File: config.mk
export PLATFORM = sky130hd
export DESIGN_NAME = eis_indirect_regs
export DESIGN_NICKNAME = d
export VERILOG_FILES = /design/src/hdl/eis_pkg.sv /design/src/hdl/eis_indirect_regs.sv /design/src/hdl/eis_wake_monitor.sv
export SDC_FILE = /design/constraint.sdc
export NUM_CORES = 1
export LEC_CHECK = 0
export ABC_AREA = 1
export BUFFER_PORTS_ARGS = -buffer_cell sky130_fd_sc_hd__buf_4
export CORE_UTILIZATION = 40
export DETAILED_ROUTE_END_ITERATION = 8
export PLACE_DENSITY_LB_ADDON = 0.1
export REMOVE_ABC_BUFFERS = 1
export SLEW_MARGIN = 20
export SYNTH_ARGS = -nofsm -noshare
export SYNTH_HDL_FRONTEND = slang
export SYNTH_SLANG_ARGS = --single-unit
File: constraint.sdc
create_clock -name sys_clk -period 3.1 [get_ports sys_clk]
set_input_delay 0.465 -clock sys_clk [delete_from_list [all_inputs] [get_ports sys_clk]]
set_output_delay 0.465 -clock sys_clk [all_outputs]
set_load 0.03 [all_outputs]
File: src/hdl/eis_pkg.sv
// constants for the indirect eee register bank
package eis_pkg;
    // indirect register addresses on the switch register port
    localparam logic [7:0]  IND_CTRL_ADDR     = 8'h6E;
    localparam logic [7:0]  IND_OFFSET_ADDR   = 8'h6F;
    localparam logic [7:0]  IND_DATA_ADDR     = 8'hA0;
    // control byte fields
    localparam int          CTRL_SPACE_MSB    = 7;
    localparam int          CTRL_SPACE_LSB    = 5;
    localparam int          CTRL_TARGET_MSB   = 3;
    localparam logic [2:0]  SPACE_EEE         = 3'h1;
    localparam logic [3:0]  TARGET_GLOBAL     = 4'h0;
    localparam logic [3:0]  PORT_FIRST        = 4'h1;
    localparam logic [3:0]  PORT_LAST         = 4'h4;
    // byte offsets of the high byte of each 16-bit register
    localparam logic [7:0]  OFS_WAKE_THRESH   = 8'h38;
    localparam logic [7:0]  OFS_PCS_DIAG      = 8'h3A;
    localparam logic [7:0]  OFS_AN_EXPANSION  = 8'h0C;
    // reset and constant values
    localparam logic [15:0] WAKE_THRESH_RST   = 16'h0201;
    localparam logic [15:0] PCS_DIAG_RST      = 16'h0001;
    // expansion status bit positions
    localparam int          EXP_PARTNER_AN    = 0;
    localparam int          EXP_PAGE_RX       = 1;
    localparam int          EXP_LOCAL_NP      = 2;
    localparam int          EXP_PARTNER_NP    = 3;
    localparam int          EXP_PD_FAULT      = 4;
    localparam int          EXP_NP_LOC        = 5;
    localparam int          EXP_NP_LOC_ABLE   = 6;
    // wakeup timer width
    localparam int          WAKE_CNT_W        = 16;
endpackage

File: src/hdl/eis_indirect_regs.sv
// indirect eee global and per-port expansion status register bank
`timescale 1ns/1ps
`default_nettype none
// Overview of operation
// - The offset register picks the register byte and data moves through the indirect data byte.
// - Each 16-bit register uses two offsets, high byte at the lower offset and low byte next.
// - A read-only 16-bit wakeup error threshold resets to 0x0201.
// - A wake longer than the threshold bumps the wakeup error counter by one.
// - The pcs diagnostic control register is reserved, read-only and reads 0x0001.
// - Expansion status bit 6 always reads 1.
// - Expansion status bit 5 always reads 1, next pages stored in register 8h.
// - Expansion bit 4 latches on a parallel detection fault and clears when read.
// - Expansion bit 3 shows partner next-page ability, reset 0.
// - Expansion bit 2 always reads 1, local next-page ability.
// - Expansion bit 1 latches high when a new page is received, reset 0.
// - Expansion bit 0 shows partner auto-negotiation ability, reset 0.
module eis_indirect_regs #(
    parameter int          NUM_PORTS = 4,
    parameter int          ERR_CNT_W = 16
) (
    // clock and reset
    input  wire logic                   sys_clk,
    input  wire logic                   srst,
    // switch register port
    input  wire logic [7:0]             regAddr,
    input  wire logic                   regWr,
    input  wire logic                   regRd,
    input  wire logic [7:0]             regWrData,
    output logic      [7:0]             regRdData,
    // phy status pins, asynchronous to sys_clk
    input  wire logic [NUM_PORTS-1:0]   pdFaultIn,
    input  wire logic [NUM_PORTS-1:0]   pageRxIn,
    input  wire logic [NUM_PORTS-1:0]   partnerNpAbleIn,
    input  wire logic [NUM_PORTS-1:0]   partnerAnAbleIn,
    input  wire logic                   wakeActiveIn,
    // wakeup error statistics
    output logic      [ERR_CNT_W-1:0]   wakeErrCount
);
    logic [7:0]            ctrl_q;
    logic [7:0]            offset_q;
    logic [NUM_PORTS-1:0]  pdMeta_q, pdSync_q, pdPrev_q;
    logic [NUM_PORTS-1:0]  pgMeta_q, pgSync_q, pgPrev_q;
    logic [NUM_PORTS-1:0]  npMeta_q, npSync_q;
    logic [NUM_PORTS-1:0]  anMeta_q, anSync_q;
    logic                  wkMeta_q, wkSync_q;
    logic [NUM_PORTS-1:0]  pdLatch_q;
    logic [NUM_PORTS-1:0]  pgLatch_q;
    logic [NUM_PORTS-1:0]  pdEvent, pgEvent;
    logic [NUM_PORTS-1:0]  expRead;
    logic                  wakeError;
    logic                  selEee, selGlobal, selPort;
    logic [3:0]            portIdx;
    logic [7:0]            dataByte;

    // pick the high or low byte of a 16-bit word by offset parity
    function automatic logic [7:0] pick_byte(input logic [15:0] word, input logic lowByte);
        pick_byte = lowByte ? word[7:0] : word[15:8];
    endfunction

    // expansion status word of one port
    function automatic logic [15:0] exp_word(input logic pd, input logic np, input logic pg, input logic an);
        exp_word = '0;
        exp_word[eis_pkg::EXP_NP_LOC_ABLE] = 1'b1;
        exp_word[eis_pkg::EXP_NP_LOC]      = 1'b1;
        exp_word[eis_pkg::EXP_PD_FAULT]    = pd;
        exp_word[eis_pkg::EXP_PARTNER_NP]  = np;
        exp_word[eis_pkg::EXP_LOCAL_NP]    = 1'b1;
        exp_word[eis_pkg::EXP_PAGE_RX]     = pg;
        exp_word[eis_pkg::EXP_PARTNER_AN]  = an;
    endfunction

    // data-byte writes are dropped on purpose: every indirect register here is read-only
    // control and offset registers written by software
    always_ff @(posedge sys_clk) begin
        if (srst) begin
            ctrl_q   <= 8'h00;
            offset_q <= 8'h00;
        end else if (regWr) begin
            if (regAddr == eis_pkg::IND_CTRL_ADDR) begin
                ctrl_q <= regWrData;
            end
            if (regAddr == eis_pkg::IND_OFFSET_ADDR) begin
                offset_q <= regWrData;
            end
        end
    end

    // target decode from the control byte
    assign selEee    = ctrl_q[eis_pkg::CTRL_SPACE_MSB:eis_pkg::CTRL_SPACE_LSB] == eis_pkg::SPACE_EEE;
    assign portIdx   = ctrl_q[eis_pkg::CTRL_TARGET_MSB:0];
    assign selGlobal = selEee && portIdx == eis_pkg::TARGET_GLOBAL;
    assign selPort   = selEee && portIdx >= eis_pkg::PORT_FIRST
                       && portIdx <= 4'(NUM_PORTS);

    // two-flop synchronisers on every phy pin
    // only the second flop feeds logic; the first may still be settling
    always_ff @(posedge sys_clk) begin
        if (srst) begin
            pdMeta_q <= '0;
            pdSync_q <= '0;
            pgMeta_q <= '0;
            pgSync_q <= '0;
            npMeta_q <= '0;
            npSync_q <= '0;
            anMeta_q <= '0;
            anSync_q <= '0;
            wkMeta_q <= 1'b0;
            wkSync_q <= 1'b0;
        end else begin
            pdMeta_q <= pdFaultIn;
            pdSync_q <= pdMeta_q;
            pgMeta_q <= pageRxIn;
            pgSync_q <= pgMeta_q;
            npMeta_q <= partnerNpAbleIn;
            npSync_q <= npMeta_q;
            anMeta_q <= partnerAnAbleIn;
            anSync_q <= anMeta_q;
            wkMeta_q <= wakeActiveIn;
            wkSync_q <= wkMeta_q;
        end
    end

    // rising-edge detection on the synchronised event pins
    // prev flops reset low like the idle pins, so reset leaves no false event
    always_ff @(posedge sys_clk) begin
        if (srst) begin
            pdPrev_q <= '0;
            pgPrev_q <= '0;
        end else begin
            pdPrev_q <= pdSync_q;
            pgPrev_q <= pgSync_q;
        end
    end
    assign pdEvent = pdSync_q & ~pdPrev_q;
    assign pgEvent = pgSync_q & ~pgPrev_q;

    // a data-byte read of either expansion byte counts as reading the register
    always_comb begin
        expRead = '0;
        for (int p = 0; p < NUM_PORTS; p++) begin
            if (regRd && regAddr == eis_pkg::IND_DATA_ADDR && selPort
                && portIdx == 4'(p + 1)
                && offset_q[7:1] == eis_pkg::OFS_AN_EXPANSION[7:1]) begin
                expRead[p] = 1'b1;
            end
        end
    end

    // latched-high bits; a new event in the read cycle wins over the clear
    // clearing on either byte means a high-byte read also consumes the events
    always_ff @(posedge sys_clk) begin
        if (srst) begin
            pdLatch_q <= '0;
            pgLatch_q <= '0;
        end else begin
            pdLatch_q <= pdEvent | (pdLatch_q & ~expRead);
            pgLatch_q <= pgEvent | (pgLatch_q & ~expRead);
        end
    end

    // wakeup timer against the fixed threshold
    eis_wake_monitor #(
        .CNT_W      (eis_pkg::WAKE_CNT_W)
    ) u_wake (
        .sys_clk    (sys_clk),
        .srst       (srst),
        .wakeActive (wkSync_q),
        .threshold  (eis_pkg::WAKE_THRESH_RST),
        .wakeError  (wakeError)
    );

    // error counter saturates rather than wrapping to a misleading small value
    // one pulse per late wake, however long the wake then lasts
    always_ff @(posedge sys_clk) begin
        if (srst) begin
            wakeErrCount <= '0;
        end else if (wakeError && wakeErrCount != {ERR_CNT_W{1'b1}}) begin
            wakeErrCount <= wakeErrCount + 1'b1;
        end
    end

    // indirect data byte contents for the current target and offset
    // other spaces, ports and offsets read as zero
    always_comb begin
        dataByte = 8'h00;
        if (selGlobal) begin
            if (offset_q[7:1] == eis_pkg::OFS_WAKE_THRESH[7:1]) begin
                dataByte = pick_byte(eis_pkg::WAKE_THRESH_RST, offset_q[0]);
            end else if (offset_q[7:1] == eis_pkg::OFS_PCS_DIAG[7:1]) begin
                dataByte = pick_byte(eis_pkg::PCS_DIAG_RST, offset_q[0]);
            end
        end else if (selPort && offset_q[7:1] == eis_pkg::OFS_AN_EXPANSION[7:1]) begin
            for (int p = 0; p < NUM_PORTS; p++) begin
                if (portIdx == 4'(p + 1)) begin
                    dataByte = pick_byte(exp_word(pdLatch_q[p], npSync_q[p], pgLatch_q[p], anSync_q[p]),
                                         offset_q[0]);
                end
            end
        end
    end

    // registered read data, one cycle after the read strobe
    // the byte holds afterwards, so a slow host may sample it late
    always_ff @(posedge sys_clk) begin
        if (srst) begin
            regRdData <= 8'h00;
        end else if (regRd) begin
            case (regAddr)
                eis_pkg::IND_CTRL_ADDR:   regRdData <= ctrl_q;
                eis_pkg::IND_OFFSET_ADDR: regRdData <= offset_q;
                eis_pkg::IND_DATA_ADDR:   regRdData <= dataByte;
                default:                  regRdData <= 8'h00;
            endcase
        end
    end
endmodule // eis_indirect_regs
`default_nettype wire

File: src/hdl/eis_wake_monitor.sv
// single shared wakeup timer that flags a wake taking longer than the threshold
`timescale 1ns/1ps
`default_nettype none
module eis_wake_monitor #(
    parameter int CNT_W = eis_pkg::WAKE_CNT_W
) (
    // clock and reset
    input  wire logic             sys_clk,
    input  wire logic             srst,
    // wake progress from the phy, already synchronised
    input  wire logic             wakeActive,
    input  wire logic [15:0]      threshold,
    // one-cycle pulse when a wake overruns the threshold
    output logic                  wakeError
);
    logic [CNT_W-1:0] wakeCnt_q;
    logic             flagged_q;

    // count cycles of the current wake; saturate so long wakes never wrap
    always_ff @(posedge sys_clk) begin
        if (srst || !wakeActive) begin
            wakeCnt_q <= '0;
        end else if (wakeCnt_q != {CNT_W{1'b1}}) begin
            wakeCnt_q <= wakeCnt_q + 1'b1;
        end
    end

    // one error per wake, even if the wake stays late for long
    always_ff @(posedge sys_clk) begin
        if (srst || !wakeActive) begin
            flagged_q <= 1'b0;
            wakeError <= 1'b0;
        end else begin
            wakeError <= 1'b0;
            if (!flagged_q && wakeCnt_q > CNT_W'(threshold)) begin
                flagged_q <= 1'b1;
                wakeError <= 1'b1;
            end
        end
    end
endmodule // eis_wake_monitor
`default_nettype wire

# Word-level counts from Yosys, hierarchy flattened
# Index checks and enable logic that the tools add are counted.
# totals
register_bits	108
out_inout_bits	24
input_bits	37
word_cells	90
# classes
bitwise_logic	9
n_lt_le_gt_ge	3
addsub	2
n_eq_ne	13
n_reduce_logical	22
mux	20
# ops
cell	count
2-to-1 mux 8 bit	5
2-to-1 mux 7 bit	5
adder 16 x 1 -> 16 bit (second input constant)	2
inequality test 16 bit (second input constant)	2
one-hot mux 8 bit (3 select lines)	1
AND 4 bit	4
equality test 8 x 7 -> 1 bit (second input constant)	2
greater-than comparator 16 x 10 -> 1 bit (second input constant)	1
logical AND 1 bit	16
equality test 7 x 5 -> 1 bit (second input constant)	2
inverter 4 bit	3
equality test 4 x 2 -> 1 bit (second input constant)	2
equality test 8 bit (second input constant)	1
OR 4 bit	2
equality test 7 x 3 -> 1 bit (second input constant)	1
2-to-1 mux 1 bit	7
equality test 4 x 1 -> 1 bit (second input constant)	1
equality test 4 x 3 -> 1 bit (second input constant)	1
>= comparator 4 x 1 -> 1 bit (second input constant)	1
<= comparator 4 x 3 -> 1 bit (second input constant)	1
zero test 4 bit	1
2-to-1 mux 2 bit	2
AND reduction 2 bit	2
equality test 3 x 1 -> 1 bit (second input constant)	1
2 further kinds	3

# Longest topological paths before layout
# logic_depth
ltp_word	10
ltp_mapped	13

# Cells and area by module
# A second synthesis with hierarchy kept.
# unflattened
cells_unflattened	720
area_unflattened_um2	5166.2
# by_module_without_submodules
mod	n_inst	cells_each	seq_area_each_um2	area_each_um2
eis_indirect_regs	1	508	1801.7	3781.1
eis_wake_monitor	1	212	360.3	1385.1

# Least setup slack after synthesis
# No wires, ideal clock.
# synth_timing
kind	register to register
startpoint	register wakeErrCount[1]
endpoint	register wakeErrCount[3]
path_stages_with_launch	12
setup_time_ps	137
setup_slack_ps	1323
arrival_ps	1640
n_path_buf	1
period_less_slack_ps	1777
cell_sequence	dfxtp_1 > ha_1 > nand2_1 > inv_1 > nand2_1 > nor2_1 > nand3_1 > nand2_1 > buf_2 > nor2_1 > o21ai_1 > a21oi_1
# synth_between
elab_chain_cells	2
word_cells_on_any_way	3
classes_between	add/sub: 1; eq/ne: 1; reduce/logical: 1
# synth_lines
item	line_no	rtl
start, declared	eis_indirect_regs.sv:37	output logic [ERR_CNT_W-1:0] wakeErrCount
start signal, assigned	eis_indirect_regs.sv:178	wakeErrCount <= wakeErrCount + 1'b1;
branches (longest 2 deep; another with adder 16 x 1 -> 16 bit)	-	
# Several ways; the timed one is not identified.
# A chain may end at the register's enable or synchronous reset.

# Worst setup path after layout
# layout_timing
startpoint	register wakeErrCount[0]
endpoint	register wakeErrCount[9]
# The elaborated chain is that of the path after synthesis.

==> results.md <==
* Net Sw Frac at between 20% and 30%
* Max Clock Skew at roughly 0.0074 ns
* Reg2reg path depth at 11
* Ant diodes at 0
* Slew margin rel. at 58.5%
* Die X at ~110 um
* Die area at approximately 12000 um^2
* Top layer in use: met4
* Num CTS Buffers at 9
* DR vias at ~4100
* Hold EP: pgMeta_q[0]
* RSZ-0062 raised after global routing: false
* Final Hold Viols at 0
* Setup slack, reg-to-reg at 1.08 ns
* CP Data Required Time at 3.35 ns
* Synth Warn # at 0
* H-tree depth at 3
* WL/cell at 11.7 um
* Cell area after placement at around 5300 um^2
* CTS tree: yes
* CTS root buf: clkbuf_16
* # hold bufs at CTS at 0
* Synth top area share at a little under half
* Core area at ~11000 um^2
* Crit path arrival time at ~2.3 ns
* Final setup violation count at 0
* Remaining Overflow, GRT at 0
* Post-Syn Area per Cell at 7.25 um^2
* Gpl congestion at a little over 0.8
* Internal power at 0.00211 W
* P_sw at roughly 0.00062 W
* CP startpoint kind: register
* Reg-to-Reg End: wakeErrCount[9]
* Vias in the first global route at 3721
* Post-CTS Setup Bufs at 0
* Nets at around 750
* Peak supply drop at 0.272 mV
* Total GRT Usage at ~18%
* Leak pwr at approximately 2.4 nW
* Status: complete, no violations
* EDFF count, synth at 0
* DP HPWL at between 7000 and 8000 um
* Post-route cell area at ~5600 um^2
* Detail Route Antenna Nets at 0
* HP Start: pageRxIn[0]
* Yosys top cell by area: dfxtp_1
* Via density at about 4.8
* Layout area overhead at 18.7%
* Min Clock Period, post-route at slightly above 2 ns
* Worst-margin pin slew at 0.622 ns
* # resized after CTS at 0
* # IOs at 61
* PortBufs at 60
* Sum Neg Setup Slack at 0 ns
* Critical path capture point type: register
* Sequential element share of the synthesized area at a little under half
* Fill cells at between 1000 and 1500
* Reg power frac at 52.2%
* Initial drt markers at 229
* Clock Power Share at 43.6%
* # DRC at 0
* Synth async-reset ratio at 0%
* DRT Pass-1 Iters at 5
* Pwr dens at 489 nW/um^2
* Crit path kind: reg -> reg
* Fin. max-slew vios at 0
* Later-pin clock latency in the skew report at between 0.3 and 0.4 ns
* Predominant post-synthesis flop cell: dfxtp_1
* WHS Path Cells at 3
* Row cnt at 39
* Fmax at 0.496 GHz
* Gate power share at between 4 and 5%
* Final worst-path cycle share at 65.0%
* Gate Count Post-Synth at roughly 650
* Initial antenna violation count at 0
* CP Max Fanout at 14
* Met2 wire len at between 4000 and 5000 um
* Reg-to-Reg Start: wakeErrCount[0]
* Share of layout cells above drive strength 1 at 16.2%
* Die Height at about 110 um
* Longest Clk Path Bufs at 2
* Hold Crit Class: in -> reg
* Final WL at between 9000 and 10000 um
* Commonest cells post-synth: 113 x inv_1, 108 x dfxtp_1, 106 x nand2_1, 73 x nor2_1
* Clk slew on worst S/H paths at 0.07 ns
* First-pass GRT wire length at 16800 um
* Synth cell types at 41
* Max-Cap Viols at 0
* Met3 WL post-DR at about 460 um
* Met1 wire length at between 4000 and 5000 um
* Register bit total from synthesis at roughly 110
* Top cells by area, synth: dfxtp_1 46%, inv_1 9.0%, nand2_1 8.5%
* Most numerous cell in the Yosys netlist: inv_1
* Largest net degree at the start of global routing at 65
* Synth Cell Area at 4700 um^2
* Effective utilization at floorplan at between 40% and 50%
* Clk sinks at around 110
[state kept, by name, indices dropped and copies added, names as in the netlist, 8 cells and up]
| register | count |
|---|---|
| ctrl_q | 8 |
| regRdData | 8 |
| offset_q | 8 |
| u_wake.wakeCnt_q | 16 |
| wakeErrCount | 16 |
[cell type report]
cell class / instances / area [um^2] / share of cell area, %
Sequential cell: 108 / 2160 / 38.7
Multi-Input combinational cell: 396 / 1980 / 35.6
Inverter: 128 / 480 / 8.61
Timing Repair Buffer: 62 / 465 / 8.34
Clock buffer: 9 / 225 / 4.04
Tap cell: 143 / 179 / 3.21
Clock inverter: 7 / 83.8 / 1.50
[logic make-up (layout without fill, tap and decap cells)]
kind of cell	Yosys count	after routing	synth area share, %
simple gates	284	284	28.2
buf+inv	144	206	11.8
flops	108	108	46.0
compound gates	102	102	11.8
xor+xnor	6	6	1.12
fa+ha+maj	4	4	1.07
[worst max-delay path by stage]
stage | cells past startpoint | to | slack, ns | start
3_3_place_gp | 7 | offset_q[7] | 1.16 | regAddr[4]
4_1_cts | 11 | wakeErrCount[9] | 1.10 | wakeErrCount[0]
3_5_place_dp | 7 | offset_q[3] | 1.11 | regAddr[4]
5_1_grt | 11 | wakeErrCount[9] | 0.88 | wakeErrCount[0]
2_1_floorplan | 11 | wakeErrCount[6] | 1.21 | wakeErrCount[1]
6_report | 11 | wakeErrCount[9] | 1.08 | wakeErrCount[0]
[through the flow]
stage	hold WS, ns	worst slack [ns]	std cells	utilization [%]	total power (W)
6_report	0.310	1.08	853	48.9	0.00273
4_1_cts	0.301	1.10	853	48.9	0.00277
3_3_place_gp	0.389	1.16	837	46.2	0.00157
3_5_place_dp	0.393	1.11	837	46.2	0.00157
5_1_grt	0.323	0.885	853	48.9	0.00285
2_1_floorplan	0.388	1.21	632	-	0.00151
[critical path, cell delays in order (launching register included)]
cell and delay, ns:
dfxtp_1 0.35, ha_1 0.22, nand2_1 0.07, inv_1 0.05, nand2_1 0.09, nor2_1 0.05, nand3_1 0.06, nand2_1 0.28
nor2_1 0.42, nand2_1 0.12, o21ai_1 0.14, a21oi_1 0.05
[layer usage]
metal  track usage [%]  up-vias
met1              24.0     1817
met2              27.6       90
met5                 0        -
met4              6.58        0
met3              4.00       13
li1                  -     2170
[power by group through the flow]
stage                     clock, W  combinational (W)  sequential (W)
after floorplan                  0          0.0000487         0.00146
after global placement           0           0.000113         0.00146
after detailed placement         0           0.000115         0.00146
after CTS                  0.00123           0.000116         0.00143
after global routing       0.00128           0.000131         0.00143
final                      0.00119           0.000114         0.00143
[placed cells by master, fill, tap and decap left out, drive strengths merged, types with 2 or more instances in the layout]
master	count
nor4	5
nand4	14
clkinv	6
nor3b	2
a21oi	44
dfxtp	108
nand3	47
nand2	112
nor3	21
o211ai	3
inv	128
o21ai	39
o31ai	8
ha	4
a31oi	3
nor2	80
xor2	5
clkbuf	9
buf	62
No activity file was read; power rests on OpenSTA's default activity.
